[src/include/scp_pkg.sv]
package scp_pkg;

    // ========================================================
    // Timing
    // ========================================================
    localparam int CLK_HZ = 40_000_000;
    localparam int TIMEOUT_MS = 2;
    // Longest gap between edges, so rounded down
    localparam int TIMEOUT_CYCLES = TIMEOUT_MS * (CLK_HZ / 1000);
    localparam int WDOG_W = 18;

    // ========================================================
    // Serial word layout
    // ========================================================
    localparam int SHIFT_LEN = 24;
    localparam int DATA_W = 21;
    localparam int ADDR_W = 3;
    localparam int DATA_LSB = 3;
    localparam int UNLOCK_MIN = 5;
    localparam logic [4:0] LAST_BIT = 5'h17;
    localparam logic [2:0] UNLOCK_SAT = 3'h5;

    // ========================================================
    // Register addresses
    // ========================================================
    localparam logic [2:0] ADDR_VIDEO_A = 3'h0;
    localparam logic [2:0] ADDR_VIDEO_B = 3'h1;
    localparam logic [2:0] ADDR_VIDEO_C = 3'h2;
    localparam logic [2:0] ADDR_MEMORY = 3'h3;
    localparam logic [2:0] ADDR_STANDBY = 3'h4;
    localparam logic [2:0] ADDR_CONTROL = 3'h6;

    // ========================================================
    // Control field positions, numbered within the serial word
    // ========================================================
    localparam int POS_PD_MODE = 21;
    localparam int POS_CHG_SRC = 20;
    localparam int POS_TO_DBL = 19;
    localparam int POS_RSV_HI = 18;
    localparam int POS_DUTY = 17;
    localparam int POS_RSV_LO = 16;
    localparam int POS_PRE_C = 15;
    localparam int POS_PRE_B = 14;
    localparam int POS_PRE_A = 13;

    // ========================================================
    // Reset values
    // ========================================================
    localparam logic [20:0] CTRL_RESET = 21'h004000;
    localparam logic [20:0] VIDEO_RESET = 21'h000000;
    localparam logic [20:0] MEMORY_RESET = 21'h000000;
    localparam logic [20:0] STANDBY_RESET = 21'h000008;

    // ========================================================
    // Types
    // ========================================================
    typedef enum logic [1:0] {
        ST_LOCKED,
        ST_START,
        ST_SHIFT,
        ST_STOP
    } scp_state_t;

    typedef struct packed {
        logic sclk;
        logic sdata;
        logic pd_n;
    } scp_pins_t;

    typedef struct packed {
        logic osc_stop;
        logic outputs_off;
        logic mclk_standby;
        logic video_clock_out_forced_high;
    } scp_power_t;

    typedef struct packed {
        logic [1:0] select;
        logic changing;
        logic src_mclk;
        logic [2:0] prescale_by4;
        logic duty_trim;
    } scp_video_clock_out_t;

    typedef struct packed {
        logic [2:0][20:0] video;
        logic [20:0] memory;
        logic [20:0] standby;
        logic [20:0] control;
    } scp_regs_t;

    function automatic logic ctrl_bit(input logic [20:0] c,
                                      input int pos);
        return c[pos - DATA_LSB];
    endfunction

endpackage
[src/design/scp_prog_port.sv]
// Behaviour
// - Power-down mode bit picks standby action
// - Change-source bit picks clock during changes
// - Time-out bit doubles watchdog interval
// - Cleared duty bit shortens high time
// - Prescale bits: zero by two, one four
// - No programming while powered down
// - Select A is clock, select B data
// - Five high edges then low unlocks
// - Every clock or data pin transition restarts watchdog
// - Time-out relocks and drops shift data
// - Selection updates only at time-out
// - Complement on fall, true on rise
// - Start, 21 data, 3 address, stop
// - Exactly 24 bits, else error, unless time-out drops the short word
// - Valid stop loads addressed register
// - Load relocks, selection waits time-out
// - Extra data after full word errors
// - Error low until next unlock begins
// - Error on start, coding, length, stop
// - Video selection frozen while shifting
// - Address decode to six registers
`timescale 1ns/100ps
module scp_prog_port
    import scp_pkg::*;
#(
    parameter int TIMEOUT_CYCLES_P = TIMEOUT_CYCLES
) (
    input wire logic ref_clk,
    input wire logic srst,
    input wire logic select_a_serial_clock_pin,
    input wire logic select_b_serial_data_pin,
    input wire logic power_down_n_pin,
    output logic program_error_n,
    output scp_regs_t regs,
    output scp_video_clock_out_t video_clock_out_ctl,
    output scp_power_t power_ctl,
    output logic prog_busy
);

    // ========================================================
    // State
    // ========================================================
    typedef struct packed {
        scp_state_t st;
        logic [2:0] ucnt;
        logic [4:0] bcnt;
        logic comp;
        logic have_fall;
        logic [SHIFT_LEN-1:0] sreg;
        logic err;
        logic sclk_p;
        logic sdata_p;
        logic [1:0] sel;
        logic [1:0] chg_left;
        scp_regs_t r;
    } scp_core_t;

    localparam scp_core_t CORE_RESET = '{
        st: ST_LOCKED,
        ucnt: 3'h0,
        bcnt: 5'h00,
        comp: 1'b0,
        have_fall: 1'b0,
        sreg: 24'h000000,
        err: 1'b0,
        sclk_p: 1'b0,
        sdata_p: 1'b0,
        sel: 2'h0,
        chg_left: 2'h0,
        r: '{video: {VIDEO_RESET, VIDEO_RESET, VIDEO_RESET},
             memory: MEMORY_RESET,
             standby: STANDBY_RESET,
             control: CTRL_RESET}
    };

    scp_core_t s_q;
    scp_core_t s_d;
    scp_pins_t pins;
    logic wd_timeout;
    logic wd_restart;
    logic pd_active;
    logic rise;
    logic fall;
    logic sclk;
    logic sdata;
    logic [2:0] ld_addr;
    logic [20:0] ld_data;
    logic [1:0] sel_new;

    // ========================================================
    // Pin capture and watchdog
    // ========================================================
    scp_sync u_sync (
        .ref_clk(ref_clk),
        .srst(srst),
        .pins_async('{sclk: select_a_serial_clock_pin,
                      sdata: select_b_serial_data_pin,
                      pd_n: power_down_n_pin}),
        .pins_sync(pins)
    );

    assign sclk = pins.sclk;
    assign sdata = pins.sdata;
    assign pd_active = ~pins.pd_n;
    assign rise = sclk & ~s_q.sclk_p;
    assign fall = ~sclk & s_q.sclk_p;

    assign wd_restart = (sclk ^ s_q.sclk_p) | (sdata ^ s_q.sdata_p);

    scp_watchdog #(
        .TIMEOUT_CYCLES_P(TIMEOUT_CYCLES_P)
    ) u_wdog (
        .ref_clk(ref_clk),
        .srst(srst),
        .restart(wd_restart),
        .double_len(ctrl_bit(s_q.r.control, POS_TO_DBL)),
        .timeout(wd_timeout)
    );

    // ========================================================
    // Serial engine
    // ========================================================
    always_comb begin
        s_d = s_q;
        s_d.sclk_p = sclk;
        s_d.sdata_p = sdata;
        ld_addr = s_q.sreg[ADDR_W-1:0];
        ld_data = s_q.sreg[SHIFT_LEN-1:DATA_LSB];
        // Select pins read as a pair {data line, clock line}
        sel_new = {sdata, sclk};

        // Selection only follows pins at time-out
        if (wd_timeout) begin
            s_d.sel = sel_new;
            if (sel_new != s_q.sel) begin
                s_d.chg_left = 2'h2;
            end else if (s_q.chg_left != 2'h0) begin
                s_d.chg_left = s_q.chg_left - 2'h1;
            end
        end

        if (pd_active || wd_timeout) begin
            s_d.st = ST_LOCKED;
            s_d.ucnt = 3'h0;
            s_d.bcnt = 5'h00;
            s_d.have_fall = 1'b0;
            s_d.sreg = '0;
        end else begin
            unique case (s_q.st)
                ST_LOCKED: begin
                    if (rise && sdata) begin
                        if (s_q.ucnt == 3'h0) begin
                            s_d.err = 1'b0;
                        end
                        if (s_q.ucnt != UNLOCK_SAT) begin
                            s_d.ucnt = s_q.ucnt + 3'h1;
                        end
                    end else if (rise) begin
                        if (s_q.ucnt == UNLOCK_SAT) begin
                            s_d.st = ST_START;
                            s_d.have_fall = 1'b0;
                        end
                        s_d.ucnt = 3'h0;
                    end else if (s_q.sdata_p && !sdata &&
                                 s_q.ucnt != UNLOCK_SAT) begin
                        s_d.ucnt = 3'h0;
                    end
                end
                ST_START: begin
                    if (fall) begin
                        s_d.comp = sdata;
                        s_d.have_fall = 1'b1;
                    end else if (rise && s_q.have_fall) begin
                        s_d.have_fall = 1'b0;
                        // Start bit is low on both edges
                        if (!s_q.comp && !sdata) begin
                            s_d.st = ST_SHIFT;
                            s_d.bcnt = 5'h00;
                        end else begin
                            s_d.err = 1'b1;
                            s_d.st = ST_LOCKED;
                        end
                    end
                end
                ST_SHIFT: begin
                    if (fall) begin
                        s_d.comp = sdata;
                        s_d.have_fall = 1'b1;
                    end else if (rise && s_q.have_fall) begin
                        s_d.have_fall = 1'b0;
                        if (s_q.comp == sdata) begin
                            s_d.err = 1'b1;
                            s_d.st = ST_LOCKED;
                            s_d.sreg = '0;
                        end else begin
                            s_d.sreg = {s_q.sreg[SHIFT_LEN-2:0], sdata};
                            s_d.bcnt = s_q.bcnt + 5'h01;
                            if (s_q.bcnt == LAST_BIT) begin
                                s_d.st = ST_STOP;
                            end
                        end
                    end
                end
                ST_STOP: begin
                    if (fall) begin
                        s_d.comp = sdata;
                        s_d.have_fall = 1'b1;
                    end else if (rise && s_q.have_fall) begin
                        s_d.have_fall = 1'b0;
                        s_d.st = ST_LOCKED;
                        s_d.sreg = '0;
                        s_d.bcnt = 5'h00;
                        if (s_q.comp && sdata) begin
                            unique case (ld_addr)
                                ADDR_VIDEO_A, ADDR_VIDEO_B,
                                ADDR_VIDEO_C: begin
                                    s_d.r.video[ld_addr[1:0]] = ld_data;
                                    if (ld_addr[1:0] == s_q.sel) begin
                                        s_d.chg_left = 2'h2;
                                    end
                                end
                                ADDR_MEMORY: begin
                                    s_d.r.memory = ld_data;
                                    s_d.chg_left = 2'h2;
                                end
                                ADDR_STANDBY: s_d.r.standby = ld_data;
                                ADDR_CONTROL: s_d.r.control = ld_data;
                                // Unassigned addresses drop the word
                                default: s_d.err = s_q.err;
                            endcase
                        end else begin
                            // Extra data or bad stop errors
                            s_d.err = 1'b1;
                        end
                    end
                end
            endcase
        end
    end

    // Error flag clear out of reset
    always_ff @(posedge ref_clk) begin
        if (srst) begin
            s_q <= CORE_RESET;
        end else begin
            s_q <= s_d;
        end
    end

    // ========================================================
    // Outputs
    // ========================================================
    // Active-low error
    assign program_error_n = ~s_q.err;
    assign regs = s_q.r;
    assign prog_busy = (s_q.st != ST_LOCKED) || (s_q.ucnt != 3'h0);

    always_comb begin
        // Video select held while bits shift
        video_clock_out_ctl.select = s_q.sel;
        video_clock_out_ctl.changing = s_q.chg_left != 2'h0;
        video_clock_out_ctl.src_mclk = ctrl_bit(s_q.r.control, POS_CHG_SRC);
        video_clock_out_ctl.prescale_by4 = {ctrl_bit(s_q.r.control, POS_PRE_C),
                                 ctrl_bit(s_q.r.control, POS_PRE_B),
                                 ctrl_bit(s_q.r.control, POS_PRE_A)};
        // Trim active when bit is clear
        video_clock_out_ctl.duty_trim = ~ctrl_bit(s_q.r.control, POS_DUTY);
    end

    always_comb begin
        power_ctl.osc_stop =
            pd_active & ctrl_bit(s_q.r.control, POS_PD_MODE);
        power_ctl.outputs_off = power_ctl.osc_stop;
        power_ctl.mclk_standby =
            pd_active & ~ctrl_bit(s_q.r.control, POS_PD_MODE);
        power_ctl.video_clock_out_forced_high = pd_active;
    end

endmodule

[src/design/scp_sync.sv]
`timescale 1ns/100ps
module scp_sync
    import scp_pkg::*;
(
    input wire logic ref_clk,
    input wire logic srst,
    input wire scp_pins_t pins_async,
    output scp_pins_t pins_sync
);
    typedef struct packed {
        scp_pins_t meta;
        scp_pins_t stable;
    } scp_sync_st_t;

    scp_sync_st_t s_q;
    scp_sync_st_t s_d;

    always_comb begin
        s_d.meta = pins_async;
        s_d.stable = s_q.meta;
    end

    // Power-down pin idles high, select pins idle low
    always_ff @(posedge ref_clk) begin
        if (srst) begin
            s_q <= '{meta: 3'h1, stable: 3'h1};
        end else begin
            s_q <= s_d;
        end
    end

    assign pins_sync = s_q.stable;
endmodule

[src/design/scp_watchdog.sv]
`timescale 1ns/100ps
module scp_watchdog
    import scp_pkg::*;
#(
    parameter int TIMEOUT_CYCLES_P = TIMEOUT_CYCLES
) (
    input wire logic ref_clk,
    input wire logic srst,
    input wire logic restart,
    input wire logic double_len,
    output logic timeout
);
    typedef struct packed {
        logic [WDOG_W-1:0] cnt;
        logic fire;
    } scp_wd_st_t;

    localparam logic [WDOG_W-1:0] LIM_N = WDOG_W'(TIMEOUT_CYCLES_P - 1);
    localparam logic [WDOG_W-1:0] LIM_D =
        WDOG_W'(2 * TIMEOUT_CYCLES_P - 1);

    scp_wd_st_t s_q;
    scp_wd_st_t s_d;
    logic [WDOG_W-1:0] limit;

    always_comb begin
        limit = double_len ? LIM_D : LIM_N;
        s_d = s_q;
        s_d.fire = 1'b0;
        if (restart) begin
            s_d.cnt = '0;
        end else if (s_q.cnt >= limit) begin
            // Free running: a quiet line times out once per interval
            s_d.cnt = '0;
            s_d.fire = 1'b1;
        end else begin
            s_d.cnt = s_q.cnt + WDOG_W'(1);
        end
    end

    always_ff @(posedge ref_clk) begin
        if (srst) begin
            s_q <= '0;
        end else begin
            s_q <= s_d;
        end
    end

    assign timeout = s_q.fire;
endmodule

[config.mk]
export PLATFORM = sky130hd
export DESIGN_NAME = scp_prog_port
export DESIGN_NICKNAME = d
export VERILOG_FILES = /design/src/include/scp_pkg.sv /design/src/design/scp_prog_port.sv /design/src/design/scp_sync.sv /design/src/design/scp_watchdog.sv
export SDC_FILE = /design/constraint.sdc
export NUM_CORES = 1
export LEC_CHECK = 0
export BUFFER_PORTS_ARGS = -buffer_cell sky130_fd_sc_hd__buf_2
export CORE_MARGIN = 10
export CORE_UTILIZATION = 25
export DETAILED_ROUTE_END_ITERATION = 10
export PLACE_DENSITY = 0.47
export SLEW_MARGIN = 20
export SYNTH_ARGS = -nofsm -noshare
export SYNTH_HDL_FRONTEND = slang
export SYNTH_SLANG_ARGS = --single-unit
[constraint.sdc]
create_clock -name ref_clk -period 2.8 [get_ports ref_clk]
set_clock_uncertainty 0.15 [all_clocks]
set_input_delay 0.28 -clock ref_clk [delete_from_list [all_inputs] [get_ports ref_clk]]
set_output_delay 0.28 -clock ref_clk [all_outputs]
set_load 0.01 [all_outputs]
==> impl_metrics.tcl <==
set metrics [dict create \
    crit_arrival_ns 2.58 \
    crit_path_max_fanout 19 \
    timing.final.hold_violations 0 \
    drt-total-wl_um 24600 \
    synth-edff-count 0 \
    netlist_top_cells_area "dfxtp_1 45%, buf_4 12%, nand2_1 11%, a21oi_1 7.8%, mux2i_1 2.9%" \
    rsz0062_at_grt "false" \
    drv_cap 0 \
    holdWs_ns 0.0701 \
    cp.required_ns 2.98 \
    synth.distinct_cells 52 \
    p_seq_frac 0.511 \
    cts_tree "built" \
    die_area_sq_um 42700 \
    vias 6454 \
    clkPwrFrac 0.468 \
    nFillCells 3750 \
    clock_tree.buffer_depth 2 \
    max_freq_mhz 417 \
    synth_top_cell_area_share 0.446 \
    first_pass_iters 4 \
    cts_setup_buffers 0 \
    grt_max_degree 118 \
    p_sw_mw 1.28 \
    status "complete, no violations" \
    first_global_vias 5973 \
    finalCritPeriodShare 0.856 \
    path_clk_slew_ns 0.08 \
    synthFlopType "dfxtp_1" \
    initial_core_util 0.253 \
    cts_root_buffer "clkbuf_16" \
    num_rows 68 \
    antenna_found_initial 0 \
    clk_latency_ns 0.44 \
    synth_top_area_cell "dfxtp_1" \
    die_x_um 207 \
    area_growth_pct 8.83 \
    path_class "reg -> reg" \
    slew_viol_final 0 \
    htreeDepth 4 \
    coreArea_sq_um 34500 \
    swShare 0.236 \
    grtUsageTotal 0.111 \
    synth_area_sq_um 8710 \
    min_period_ns 2.40 \
    portBuffers 144 \
    yosysMostFrequentCell "nand2_1" \
    ir_worst_vdd_uv 435 \
    end_kind "flip-flop" \
    post_cts_resized 0 \
    grt_pass1_wl_um 36700 \
    routedWlPerCell_um 16.3 \
    async_flop_share 0 \
    cts.sinks 194 \
    drc 0 \
    synth_nets 1081 \
    yosysSeqAreaShare 0.446 \
    leakage_nw 3.82 \
    routabilityCongestion 0.755 \
    drt_iter0_drc 423 \
    setup_viol 0 \
    cts_buffers 17 \
    dp_hpwl_um 16700 \
    startpoint_type "flip-flop" \
    antenna_cells 0 \
    slew_headroom 0.424 \
    drive_above_1_share 0.209 \
    grt_overflow 0 \
    yosys_warnings 0 \
    via_per_inst 4.29 \
    detail-route-antenna-nets 0 \
    syn_inst 1060 \
    pin_count 145 \
    finalSetupTns_ns 0 \
    die_y_um 207 \
    p_per_area_nw_per_um2 572 \
    fin_nets 1057 \
    worst_pin_slew_ns 0.864 \
    hold_class "in -> reg" \
    syn_area_per_cell_sq_um 8.22 \
    p_comb_frac 0.021 \
    p_total_mw 5.43 \
    ys_ff_latch 194 \
    internal_power_mw 4.15 \
    ys_top_cells_by_count "246 x nand2_1, 194 x dfxtp_1, 136 x buf_4, 135 x a21oi_1, 49 x clkbuf_1" \
]
layer usage:
layer  share of wire  wire length [um]  global-route usage
met5               0                 0                   0
met2            0.45             11000               0.169
met1            0.48             11800               0.149
met3           0.063              1540              0.0343
met4          0.0073               179              0.0272
final timing paths:
check,from,end,cells after the start,slack (ns)
hold reg to reg,u_sync.s_d[0]$_SDFF_PP1_,u_sync.pins_sync[0]$_SDFF_PP1_,1,0.26
setup reg to reg,regs[16]$_SDFFE_PP0P_,u_wdog.s_q[18]$_SDFF_PP0_,6,0.40
hold / removal,srst,s_q[130]$_SDFF_PP0_,2,0.07
setup / recovery,regs[16]$_SDFFE_PP0P_,u_wdog.s_q[18]$_SDFF_PP0_,6,0.40
stage by stage:
step,worst slack [ns],cell area (sq um),cells,utilization
after detailed placement,0.429,8850,1469,0.257
after CTS,0.400,9480,1504,0.275
final,0.402,9480,1504,0.275
after floorplan,0.752,8710,1060,-
after global routing,0.286,9480,1504,0.275
after global placement,0.508,8850,1469,0.257
cell usage in the layout (no fill, tap or decap), types with 3 or more instances in the layout:
master / netlist / routed
a211oi_1: 6 / 6
or2_2: 3 / 3
mux2i_1: 25 / 25
and4b_1: 5 / 5
nor2b_1: 9 / 9
and4_1: 3 / 3
nand3_1: 30 / 30
o21ai_0: 7 / 7
nand2_1: 246 / 246
nand3b_1: 6 / 6
buf_4: 136 / 24
a21oi_1: 135 / 135
clkinvlp_4: 0 / 3
o21ai_1: 3 / 3
or2_1: 3 / 3
nand4_1: 7 / 7
dlygate4sd3_1: 0 / 3
nor2_1: 40 / 40
o21a_1: 3 / 3
clkbuf_16: 0 / 17
nor3_1: 15 / 15
nor4_1: 6 / 5
or3_1: 5 / 5
xor2_1: 6 / 6
xnor2_1: 15 / 15
inv_1: 20 / 20
inv_6: 0 / 5
buf_2: 27 / 143
dfxtp_1: 194 / 194
nor3_2: 10 / 10
ha_1: 16 / 16
nand2b_1: 3 / 3
power by group through the flow:
| stage | sequential [mW] | combinational, mW | clock [mW] |
|---|---|---|---|
| 2_1_floorplan | 2.84 | 0.0767 | 0 |
| 3_3_place_gp | 2.84 | 0.110 | 0 |
| 3_5_place_dp | 2.84 | 0.110 | 0 |
| 4_1_cts | 2.77 | 0.114 | 2.62 |
| 5_1_grt | 2.78 | 0.124 | 2.73 |
| 6_report | 2.77 | 0.111 | 2.54 |
critical path, cell delays in order, from the launching register on:
cell and delay [ns]:
dfxtp_1 0.42, inv_1 0.11, ha_1 0.29, and4b_1 0.21
and4bb_1 0.20, a211o_1 0.61, a211oi_1 0.30
cell type report:
cell class	count	area, sq um	share of cell area
sequential	194	3880	0.409
multi-input combinational	631	3410	0.359
timing repair buffer	171	946	0.0997
tap	455	569	0.0600
clock buffer	18	429	0.0453
clock inverter	14	170	0.0179
inverter	21	78.8	0.00831
logic make-up after synthesis:
group           Yosys count  share of synthesized area
simple gates            400                      0.211
compound gates          169                      0.106
xor+xnor                 21                     0.0211
fa+ha+maj                16                     0.0230
mux                      25                     0.0287
buf+inv                 235                      0.165
flops                   194                      0.446
repair_timing:
action / in CTS / in global routing
hold buffers: 3 / 0
hold endpoints to repair: 3 / 0
endpoints found under the setup margin: 0 / 0
Note: power is estimated with default switching activity, not from simulation.
